## src/rtl/mode_seq_pkg.sv

```systemverilog
package mode_seq_pkg;
    localparam int CLK_HZ = 125000000;
    localparam int RESET_DELAY_US = 10;
    localparam int RESET_DELAY_CYC = (RESET_DELAY_US * (CLK_HZ / 1000000) < 1) ? 1 : RESET_DELAY_US * (CLK_HZ / 1000000);
    localparam int LONG_WINDOW_MS = 200;
    localparam int LONG_WINDOW_CYC = LONG_WINDOW_MS * (CLK_HZ / 1000);
    localparam int CNT_W = 32;
    localparam int SPI_W = 16;
    localparam int WD_RESET_LIMIT = 3;
    localparam logic [2:0] MODE_NORMAL = 3'h0;
    localparam logic [2:0] MODE_SLEEP = 3'h1;
    localparam logic [2:0] MODE_STOP = 3'h2;
    localparam logic [2:0] MODE_SOFT_RESET = 3'h3;
    localparam int CMD_MODE_POS = 0;
    localparam logic [1:0] CMD_MODE = 2'h0;
    localparam logic [1:0] CMD_ALLOWED = 2'h1;
    localparam logic [1:0] CMD_OTHER = 2'h2;
    typedef enum logic [5:0] {
        ST_INIT = 6'h01,
        ST_NORMAL = 6'h02,
        ST_STOP = 6'h04,
        ST_SLEEP = 6'h08,
        ST_RESTART = 6'h10,
        ST_FAILSAFE = 6'h20
    } mode_e;
endpackage

```

## src/rtl/mode_seq_if.sv

```systemverilog
interface mode_seq_if;
    logic start;
    logic [31:0] load;
    logic run;
    logic done;
    modport owner(output start, output load, output run, input done);
    modport timer(input start, input load, input run, output done);
endinterface

```

## src/rtl/seq_timer.sv

```systemverilog
module seq_timer
    import mode_seq_pkg::*;
(
    input wire logic clk,
    input wire logic rst_n,
    mode_seq_if.timer t
);
    logic [CNT_W-1:0] cnt_q, cnt_d;
    logic done_q, done_d;
    always_comb begin
        cnt_d = cnt_q;
        done_d = 1'b0;
        if (t.start) begin
            cnt_d = t.load;
        end else if (t.run && cnt_q != '0) begin
            cnt_d = cnt_q - 32'h1;
            done_d = (cnt_q == 32'h1);
        end
    end
    always_ff @(posedge clk) begin
        if (!rst_n) begin
            cnt_q <= '0;
            done_q <= 1'b0;
        end else begin
            cnt_q <= cnt_d;
            done_q <= done_d;
        end
    end
    assign t.done = done_q;
endmodule // seq_timer

```

## src/rtl/mode_sequencer.sv

```systemverilog
// How it works
// RL1: Power-up and soft reset enter init; six modes are provided.
// RL2: Stop keeps the main regulator on; sleep turns it off.
// RL3: Restart follows wakes or failures, then normal after the reset delay.
// RL4: Critical faults enter fail-safe, regulator off, left on wake without overtemperature; the code ignores critical faults during init.
// RL5: Development mode halts the watchdog but keeps all modes reachable.
// RL6: All configuration travels as 16-bit SPI words; the code takes SECOND_MISS_SELECT and MAX_RESET_LIMIT as input pins.
// RL7: Host writes the mode field; restart clears it.
// RL8: During init the strap pin is an input with pull-up and is sampled.
// RL9: Strap low selects development mode; host sends one arbitrary command.
// RL10: Strap high and state bit 1: first missed trigger causes restart and fail outputs.
// RL11: Strap high and state bit 0: second missed trigger causes restart.
// RL12: Software picks the miss count through a hardware control bit.
// RL13: Init starts after power-on threshold or soft reset command.
// RL14: After the supply threshold wait the reset delay, release reset, open long window.
// RL15: Any SPI command in init moves to normal.
// RL16: No trigger in the long window records failure, restart, one reset; the code ends the window only on an SPI command, a trigger does not stop it.
// RL17: With the limit bit, stop resets after three consecutive watchdog resets.
// RL18: Wake events during init are ignored and not retained.
// RL19: Host should trigger and configure the watchdog first.
// RL20: No undervoltage flag or fail output below threshold; reset held low.
// RL21: Stop mode refuses most writes and flags an SPI failure.
// RL22: Stop to sleep request flags SPI failure and enters restart.
// RL23: Delays are counted in clock cycles with shortenable parameters.
// RL24: Consecutive reset counter clears at power-on and on good triggers.
module mode_sequencer
    import mode_seq_pkg::*;
#(
    parameter int RESET_DELAY = RESET_DELAY_CYC,
    parameter int LONG_WINDOW = LONG_WINDOW_CYC
) (
    input wire logic CLK,
    input wire logic RST_N,
    input wire logic SUPPLY_OK,
    input wire logic SUPPLY_UV,
    input wire logic SUPPLY_SHORT,
    input wire logic OVER_TEMP,
    input wire logic WAKE,
    input wire logic STRAP_IN,
    input wire logic SPI_VALID,
    input wire logic [1:0] SPI_KIND,
    input wire logic [SPI_W-1:0] SPI_DATA,
    input wire logic WD_TRIGGER,
    input wire logic WD_MISSED,
    input wire logic SECOND_MISS_SELECT,
    input wire logic MAX_RESET_LIMIT,
    output logic RESET_N_OUT,
    output logic MAIN_REG_EN,
    output logic FAIL_OUT,
    output logic STRAP_OE,
    output logic STRAP_PULLUP,
    output logic DEV_MODE,
    output logic WD_RUN,
    output logic WD_FAIL_FLAG,
    output logic UV_FLAG,
    output logic SPI_FAIL,
    output logic [2:0] MODE_FIELD,
    output logic [5:0] MODE_STATE
);
    mode_seq_if tif();
    seq_timer u_seq_timer (
        .clk(CLK),
        .rst_n(RST_N),
        .t(tif)
    );
    // Asynchronous pins pass two flops; only the second stage is read.
    logic [6:0] s1_q, s2_q;
    always_ff @(posedge CLK) begin
        if (!RST_N) begin
            s1_q <= 7'h00;
            s2_q <= 7'h00;
        end else begin
            s1_q <= {STRAP_IN, WAKE, OVER_TEMP, SUPPLY_SHORT, SUPPLY_UV, SUPPLY_OK, WD_MISSED};
            s2_q <= s1_q;
        end
    end
    logic miss_s, ok_s, uv_s, short_s, ot_s, wake_s, strap_s;
    assign {strap_s, wake_s, ot_s, short_s, uv_s, ok_s, miss_s} = s2_q;

    mode_e st_q, st_d;
    logic rst_out_q, rst_out_d, fail_q, fail_d, dev_q, dev_d, wdrun_q, wdrun_d;
    logic wdf_q, wdf_d, uv_q, uv_d, spif_q, spif_d, timing_q, timing_d;
    logic [2:0] field_q, field_d;
    logic [1:0] miss_q, miss_d, rstcnt_q, rstcnt_d;
    logic [2:0] req;
    logic wd_event, critical;
    assign req = SPI_DATA[CMD_MODE_POS +: 3]; // RL6
    assign critical = ot_s | short_s; // RL4
    always_comb begin
        st_d = st_q;
        rst_out_d = rst_out_q;
        fail_d = fail_q;
        dev_d = dev_q;
        wdrun_d = wdrun_q;
        wdf_d = wdf_q;
        uv_d = uv_q;
        spif_d = spif_q;
        timing_d = timing_q;
        field_d = field_q;
        miss_d = miss_q;
        rstcnt_d = rstcnt_q;
        tif.start = 1'b0;
        tif.load = 32'(RESET_DELAY); // RL23
        tif.run = timing_q;
        wd_event = 1'b0;
        if (WD_TRIGGER) begin
            miss_d = 2'h0;
            rstcnt_d = 2'h0; // RL24
        end
        // Watchdog misses count only when the watchdog is running and not halted.
        if (miss_s && wdrun_q && !dev_q && (st_q == ST_NORMAL || st_q == ST_STOP)) begin // RL5
            if (SECOND_MISS_SELECT || miss_q != 2'h0) begin // RL10 RL11 RL12
                miss_d = 2'h0;
                if (!MAX_RESET_LIMIT || rstcnt_q < 2'(WD_RESET_LIMIT)) begin // RL17
                    wd_event = 1'b1;
                end
            end else begin
                miss_d = 2'h1;
            end
        end
        case (st_q)
            ST_INIT: begin
                // Wake input is not looked at here, so wakes are dropped.
                if (!ok_s) begin // RL18
                    rst_out_d = 1'b0; // RL20
                    timing_d = 1'b0;
                end else if (!timing_q && !rst_out_q) begin
                    tif.start = 1'b1; // RL14
                    timing_d = 1'b1;
                end
                if (timing_q) begin
                    dev_d = !strap_s; // RL8 RL9
                end
                if (tif.done) begin
                    timing_d = 1'b0;
                    rst_out_d = 1'b1; // RL14
                    wdrun_d = 1'b1;
                    tif.start = 1'b1;
                    tif.load = 32'(LONG_WINDOW);
                end
                if (rst_out_q && !dev_q) begin
                    tif.run = 1'b1;
                    if (tif.done) begin
                        wdf_d = 1'b1; // RL16
                        fail_d = 1'b1;
                        st_d = ST_RESTART;
                        rst_out_d = 1'b0;
                        rstcnt_d = rstcnt_q + 2'h1;
                    end
                end
                if (SPI_VALID && rst_out_q) begin
                    st_d = ST_NORMAL; // RL15 RL9
                end
            end
            ST_NORMAL, ST_STOP: begin
                if (SPI_VALID && SPI_KIND == CMD_MODE) begin
                    field_d = req; // RL7
                    if (req == MODE_SOFT_RESET) begin
                        st_d = ST_INIT; // RL13
                        rst_out_d = 1'b0;
                        wdrun_d = 1'b0;
                    end else if (st_q == ST_STOP && req == MODE_SLEEP) begin
                        spif_d = 1'b1; // RL22
                        st_d = ST_RESTART;
                        rst_out_d = 1'b0;
                    end else if (req == MODE_SLEEP) begin
                        st_d = ST_SLEEP; // RL2
                        rst_out_d = 1'b0;
                    end else if (req == MODE_STOP) begin
                        st_d = ST_STOP;
                    end else begin
                        st_d = ST_NORMAL;
                    end
                end else if (SPI_VALID && SPI_KIND == CMD_OTHER && st_q == ST_STOP) begin
                    spif_d = 1'b1; // RL21
                end
                if (wd_event) begin
                    wdf_d = 1'b1; // RL16
                    fail_d = 1'b1; // RL10
                    st_d = ST_RESTART;
                    rst_out_d = 1'b0;
                    rstcnt_d = rstcnt_q + 2'h1;
                end
                if (uv_s) begin
                    uv_d = 1'b1; // RL3
                    st_d = ST_RESTART;
                    rst_out_d = 1'b0;
                end
            end
            ST_SLEEP: begin
                if (wake_s) begin
                    st_d = ST_RESTART; // RL3
                end
            end
            ST_FAILSAFE: begin
                if (wake_s && !ot_s) begin
                    st_d = ST_RESTART; // RL4
                end
            end
            ST_RESTART: begin
                field_d = MODE_NORMAL; // RL7
                rst_out_d = 1'b0;
                if (!timing_q && ok_s && !uv_s) begin
                    tif.start = 1'b1;
                    timing_d = 1'b1;
                end else if (timing_q && (!ok_s || uv_s)) begin
                    timing_d = 1'b0;
                end
                if (tif.done && timing_q) begin
                    timing_d = 1'b0;
                    rst_out_d = 1'b1; // RL3
                    st_d = ST_NORMAL;
                end
            end
            default: begin
                st_d = ST_INIT;
            end
        endcase
        if (critical && st_q != ST_FAILSAFE && st_q != ST_INIT) begin
            st_d = ST_FAILSAFE; // RL4
            rst_out_d = 1'b0;
            timing_d = 1'b0;
        end
    end
    always_ff @(posedge CLK) begin
        if (!RST_N) begin
            st_q <= ST_INIT; // RL1 RL13
            rst_out_q <= 1'b0;
            fail_q <= 1'b0;
            dev_q <= 1'b0;
            wdrun_q <= 1'b0;
            wdf_q <= 1'b0;
            uv_q <= 1'b0;
            spif_q <= 1'b0;
            timing_q <= 1'b0;
            field_q <= MODE_NORMAL;
            miss_q <= 2'h0;
            rstcnt_q <= 2'h0; // RL24
        end else begin
            st_q <= st_d;
            rst_out_q <= rst_out_d;
            fail_q <= fail_d;
            dev_q <= dev_d;
            wdrun_q <= wdrun_d;
            wdf_q <= wdf_d;
            uv_q <= uv_d;
            spif_q <= spif_d;
            timing_q <= timing_d;
            field_q <= field_d;
            miss_q <= miss_d;
            rstcnt_q <= rstcnt_d;
        end
    end
    logic reg_en_q, strap_oe_q, pull_q, wdrun_out_q;
    always_ff @(posedge CLK) begin
        if (!RST_N) begin
            reg_en_q <= 1'b0;
            strap_oe_q <= 1'b0;
            pull_q <= 1'b1;
            wdrun_out_q <= 1'b0;
        end else begin
            reg_en_q <= !(st_d == ST_SLEEP || st_d == ST_FAILSAFE); // RL2 RL4
            strap_oe_q <= fail_d && st_d != ST_INIT; // RL8
            pull_q <= st_d == ST_INIT; // RL8
            wdrun_out_q <= wdrun_d && !dev_d; // RL5
        end
    end
    assign RESET_N_OUT = rst_out_q;
    assign MAIN_REG_EN = reg_en_q;
    assign FAIL_OUT = fail_q;
    assign STRAP_OE = strap_oe_q;
    assign STRAP_PULLUP = pull_q;
    assign DEV_MODE = dev_q;
    assign WD_RUN = wdrun_out_q;
    assign WD_FAIL_FLAG = wdf_q;
    assign UV_FLAG = uv_q;
    assign SPI_FAIL = spif_q;
    assign MODE_FIELD = field_q;
    assign MODE_STATE = st_q;

    property p_sleep_reg_off;
        @(posedge CLK) disable iff (!RST_N) (st_q == ST_SLEEP) |-> !MAIN_REG_EN;
    endproperty
    a_sleep_reg_off: assert property (p_sleep_reg_off) else $error("Regulator on in sleep."); // RL2
    property p_restart_clears_field;
        @(posedge CLK) disable iff (!RST_N) (st_q == ST_RESTART) |=> (field_q == MODE_NORMAL);
    endproperty
    a_restart_clears_field: assert property (p_restart_clears_field) else $error("Mode field kept."); // RL7
    property p_init_spi_normal;
        @(posedge CLK) disable iff (!RST_N)
            (st_q == ST_INIT && SPI_VALID && rst_out_q && !critical) |=> (st_q == ST_NORMAL);
    endproperty
    a_init_spi_normal: assert property (p_init_spi_normal) else $error("Init did not leave on SPI."); // RL15
    property p_stop_sleep_fail;
        @(posedge CLK) disable iff (!RST_N)
            (st_q == ST_STOP && SPI_VALID && SPI_KIND == CMD_MODE && req == MODE_SLEEP && !critical)
            |=> (st_q == ST_RESTART && spif_q);
    endproperty
    a_stop_sleep_fail: assert property (p_stop_sleep_fail) else $error("Stop to sleep not refused."); // RL22
    property p_failsafe_stays;
        @(posedge CLK) disable iff (!RST_N) (st_q == ST_FAILSAFE && !wake_s) |=> (st_q == ST_FAILSAFE);
    endproperty
    a_failsafe_stays: assert property (p_failsafe_stays) else $error("Fail-safe left without wake."); // RL4
    property p_reset_low_uv;
        @(posedge CLK) disable iff (!RST_N) (st_q == ST_INIT && !ok_s) |=> !RESET_N_OUT;
    endproperty
    a_reset_low_uv: assert property (p_reset_low_uv) else $error("Reset released below threshold."); // RL20
    property p_dev_no_wd_restart;
        @(posedge CLK) disable iff (!RST_N) (dev_q && st_q == ST_NORMAL && !uv_s && !critical) |=> st_q != ST_RESTART;
    endproperty
    a_dev_no_wd_restart: assert property (p_dev_no_wd_restart) else $error("Watchdog reset in dev mode."); // RL5
    property p_limit;
        @(posedge CLK) disable iff (!RST_N) (MAX_RESET_LIMIT && rstcnt_q == 2'h3) |-> !wd_event;
    endproperty
    a_limit: assert property (p_limit) else $error("Reset beyond limit."); // RL17
    property p_trigger_clears;
        @(posedge CLK) disable iff (!RST_N) (WD_TRIGGER && !wd_event && st_q != ST_INIT) |=> rstcnt_q == 2'h0;
    endproperty
    a_trigger_clears: assert property (p_trigger_clears) else $error("Counter not cleared."); // RL24
endmodule // mode_sequencer

```

## config.mk

```make
export PLATFORM = sky130hd
export DESIGN_NAME = mode_sequencer
export DESIGN_NICKNAME = d
export VERILOG_FILES = /design/src/rtl/mode_seq_pkg.sv /design/src/rtl/mode_seq_if.sv /design/src/rtl/seq_timer.sv /design/src/rtl/mode_sequencer.sv
export SDC_FILE = /design/constraint.sdc
export NUM_CORES = 1
export LEC_CHECK = 0
export BUFFER_PORTS_ARGS = -buffer_cell sky130_fd_sc_hd__buf_2
export CORE_AREA = 2 2 105 107
export DETAILED_ROUTE_END_ITERATION = 7
export DIE_AREA = 0 0 107 109
export PLACE_DENSITY_LB_ADDON = 0.1
export SKIP_CTS_REPAIR_TIMING = 1
export SYNTH_ARGS = -nofsm -noshare
export SYNTH_HDL_FRONTEND = slang
export SYNTH_SLANG_ARGS = --single-unit
```

## constraint.sdc

```tcl
create_clock -name CLK -period 3.9 [get_ports CLK]
set_input_delay 0.78 -clock CLK [delete_from_list [all_inputs] [get_ports CLK]]
set_output_delay 0.78 -clock CLK [all_outputs]
set_load 0.02 [all_outputs]
```

==> reports/results.txt <==
Die X: 107 um
crit path capture type: register
most used cell, CP: sky130_fd_sc_hd__buf_4
share of cell area taken by muxes after synthesis: 2.82%
data arrival time at the worst-slack endpoint: 3.35 ns
count of input and output buffers: 36
FMAX: 320 MHz
most instantiated library cell after synthesis: sky130_fd_sc_hd__dfxtp_1
stage delay of the slowest cell on the critical path: 0.77 ns
DRC violation count after routing: 0
Top-Level Pins: 50
number of synthesized flops with an enable pin: 0
cells taking the most area after synthesis: sky130_fd_sc_hd__dfxtp_1 (40%), sky130_fd_sc_hd__a21oi_1 (3.6%), sky130_fd_sc_hd__nand3_1 (3.3%)
transition time at the pin with the least slew margin: 1.04 ns
worst-case register-to-register setup slack: 0.78 ns
Cell Count Post-Placement: 592
Layout Area Growth over Synthesis: 15.7%
net count after synthesis: 462
area occupied by multi-input gates: 2040 um2
post-layout total power: 2.34 mW
peak fanout along the critical path: 15
Post-Synth Adder-Cell Area: 1.05%
path type of the worst min-delay path: register to register
diode count: 0
worst relative slew slack: 30.8%
first-pass GRT wire length: 16000 um
Total GRT Usage: 17.5%
H-tree levels: 3
max-slew violation count: 0
post-synthesis instance total: 428
proportion of power drawn by the clock network: 26.3%
reported max-cap violation count: 0
placer congestion estimate: 0.811
Post-synth ARST share: 0%
global routing met3 resource utilization: 3.35%
leading register cell type out of synthesis: sky130_fd_sc_hd__dfxtp_1
post-synthesis area per instance: 8.39 um2
remaining antenna violation count: 0
worst hold-check slack: 0.433 ns
CTS tree: done
pin count of the biggest net entering global routing: 33
Hold Violations, Final: 0
reg2reg path depth: 7
cell area after synthesis: 3590 um2
fraction of power consumed by combinational cells: 37.3%
total number of nets in the final design: 497
post-route minimum period: 3.12 ns
layer with the highest usage: met2
share of post-route cells with drive strength above 1: 16.5%
standby leakage power: 1.57 nW
post-detailed-routing wire length: 9560 um
Setup Total Neg Slack: 0 ns
met2 layer usage reported by global route: 27.6%
required time of the critical path: 4.13 ns
y dimension of the die: 109 um
routed via count: 3335
share of the synthesized area in compound gates (AO/OA/AOI/OAI): 20.0%
source-to-sink clock delay at the later pin of the worst-skew pair: 0.35 ns
CTS buffer count: 9
Filler Cells Inserted: 1091
Tcrit/Tclk final: 80.1%
initial detailed-routing violation count: 183
proportion of synthesized chip area in sequential cells: 39.6%
Net Sw Frac: 37.9%
Buf+Inv Stages, Crit Path: 2
worst clock skew: 0.0152 ns
Worst Slack Setup Final: 0.777 ns
type of origin of the critical path: register
total number of clock tree sinks: 71
CP Depth: 7
area enclosed by the die boundary: 11700 um2
RSZ-0062 raised after global routing: false
number of warnings issued by yosys: 0
crit path cell chain: or4_4 > or4_1 > buf_4 > o31ai_2 > buf_4 > a311oi_1 > mux2i_1
number of cell rows: 38
xor-xnor portion of the synthesized cell area: 0.976%
pwr dens: 564 nW/um2
clock slew seen by the registers of the worst setup and hold paths: 0.09 ns
fraction of synthesized cell area taken by the top area cell type: 39.6%
count of final setup violators: 0
hpwl dp: 6630 um
Post-Synth Simple-Gate Area: 31.9%
post-detailed-route via-to-cell ratio: 5.49
Layout Cells excl Fill: 608
part of the power in registers: 36.4%
Sw Pwr: 886 uW
synthesized flop and latch total: 71
1st-pass router iterations: 4
cell at the root of the clock tree: sky130_fd_sc_hd__clkbuf_8
initial standard-cell utilization of the core: 33.9%
number of distinct library cells after synthesis: 57
grt total ovfl: 0
dominant combinational cell family by area after synthesis: simple AND/OR/NAND/NOR gates
top cell types by occurrence after synthesis: sky130_fd_sc_hd__dfxtp_1 (71), sky130_fd_sc_hd__nand2_1 (28), sky130_fd_sc_hd__a21oi_1 (26), sky130_fd_sc_hd__nor2_1 (26), sky130_fd_sc_hd__nand3_1 (24)
met1 track utilization from global routing: 24.3%
Max rail drop VDD: 217 uV
wire per inst: 15.7 um
Core Area: 10600 um2
CTS max path bufs: 2
cell type with the highest aggregate area in the netlist: sky130_fd_sc_hd__dfxtp_1
area taken by flip-flops and latches: 1420 um2
vias in the first global route: 3145
Place WS: 0.761 ns
Slowest-stage cell, CP: sky130_fd_sc_hd__o31ai_2
instance count along the most critical hold path: 1
initial antenna violation count: 0
result of the run: finished clean
internal power: 1.45 mW
CP Class: register to register
cell type group with the largest total delay on the critical path: simple AND/OR/NAND/NOR gates
[sequential cells by signal (all words and copies together), names as in the netlist, 2 cells and up]
signal and count:
MODE_FIELD 3, MODE_STATE 6, rstcnt_q 2, s1_q 7, s2_q 7, u_seq_timer.cnt_q 32
[power by group through the flow]
stage,Clock (mW),Sequential [mW],Combinational (mW)
floorplan,0,0.855,0.614
global placement,0,0.865,0.862
detailed placement,0,0.867,0.871
CTS,0.632,0.850,0.875
global route,0.662,0.863,0.984
finish,0.615,0.852,0.874
[placed cells by master (no fill, tap or decap), types with 4 or more instances in the layout]
| cell | count |
|---|---|
| sky130_fd_sc_hd__a21oi_1 | 26 |
| sky130_fd_sc_hd__a311oi_1 | 5 |
| sky130_fd_sc_hd__a31oi_1 | 14 |
| sky130_fd_sc_hd__and2_1 | 19 |
| sky130_fd_sc_hd__and3_1 | 5 |
| sky130_fd_sc_hd__buf_2 | 36 |
| sky130_fd_sc_hd__buf_4 | 12 |
| sky130_fd_sc_hd__clkbuf_8 | 11 |
| sky130_fd_sc_hd__dfxtp_1 | 71 |
| sky130_fd_sc_hd__inv_1 | 10 |
| sky130_fd_sc_hd__mux2i_1 | 9 |
| sky130_fd_sc_hd__nand2_1 | 28 |
| sky130_fd_sc_hd__nand2b_1 | 7 |
| sky130_fd_sc_hd__nand3_1 | 24 |
| sky130_fd_sc_hd__nand3b_1 | 12 |
| sky130_fd_sc_hd__nand4_1 | 5 |
| sky130_fd_sc_hd__nor2_1 | 26 |
| sky130_fd_sc_hd__nor2b_1 | 4 |
| sky130_fd_sc_hd__nor3_1 | 12 |
| sky130_fd_sc_hd__nor3b_1 | 4 |
| sky130_fd_sc_hd__nor4_1 | 9 |
| sky130_fd_sc_hd__nor4b_1 | 4 |
| sky130_fd_sc_hd__o211ai_1 | 9 |
| sky130_fd_sc_hd__o21ai_0 | 16 |
| sky130_fd_sc_hd__o311ai_0 | 4 |
| sky130_fd_sc_hd__o31ai_1 | 6 |
| sky130_fd_sc_hd__or3_1 | 13 |
| sky130_fd_sc_hd__or4_1 | 10 |
[metrics by stage]
step                      utilization (%)  instance area, um2
after floorplan                         -                3590
after global placement               37.2                3950
after detailed placement             37.2                3950
after CTS                            39.2                4150
after global routing                 39.2                4150
final                                39.2                4150
[layer usage]
| layer | vias to the layer above | share of wire, % |
|---|---|---|
| li1 | 1692 | - |
| met1 | 1571 | 48 |
| met2 | 62 | 46 |
| met3 | 10 | 4.5 |
| met4 | 0 | 1.3 |
| met5 | - | 0 |
[cells by family (layout without fill, tap and decap cells)]
group | after synthesis | in the layout
and+or+nand+nor | 198 | 198
DFF | 71 | 71
buffers and inverters | 34 | 74
adders and majority gates | 3 | 3
AOI/OAI and AO/OA | 108 | 108
muxes | 10 | 10
xor gates and xnor gates | 4 | 4
[path summary, 6_finish.rpt]
path | startpoint | endpoint
setup / recovery | u_seq_timer.cnt_q[8] | u_seq_timer.cnt_q[27]
hold / removal | s1_q[0] | s2_q[0]
setup reg to reg | u_seq_timer.cnt_q[8] | u_seq_timer.cnt_q[27]
hold reg to reg | s1_q[0] | s2_q[0]
[final cells by class]
type                    count  share of cell area, %
multi-input cells         323                   49.1
flip-flops and latches     71                   34.2
repair buffers             48                   6.51
well taps                 140                   4.22
clock buffers              11                   3.65
clock inverters             5                   1.36
inverters                  10                  0.904
No activity file was read; power rests on OpenSTA's default activity.
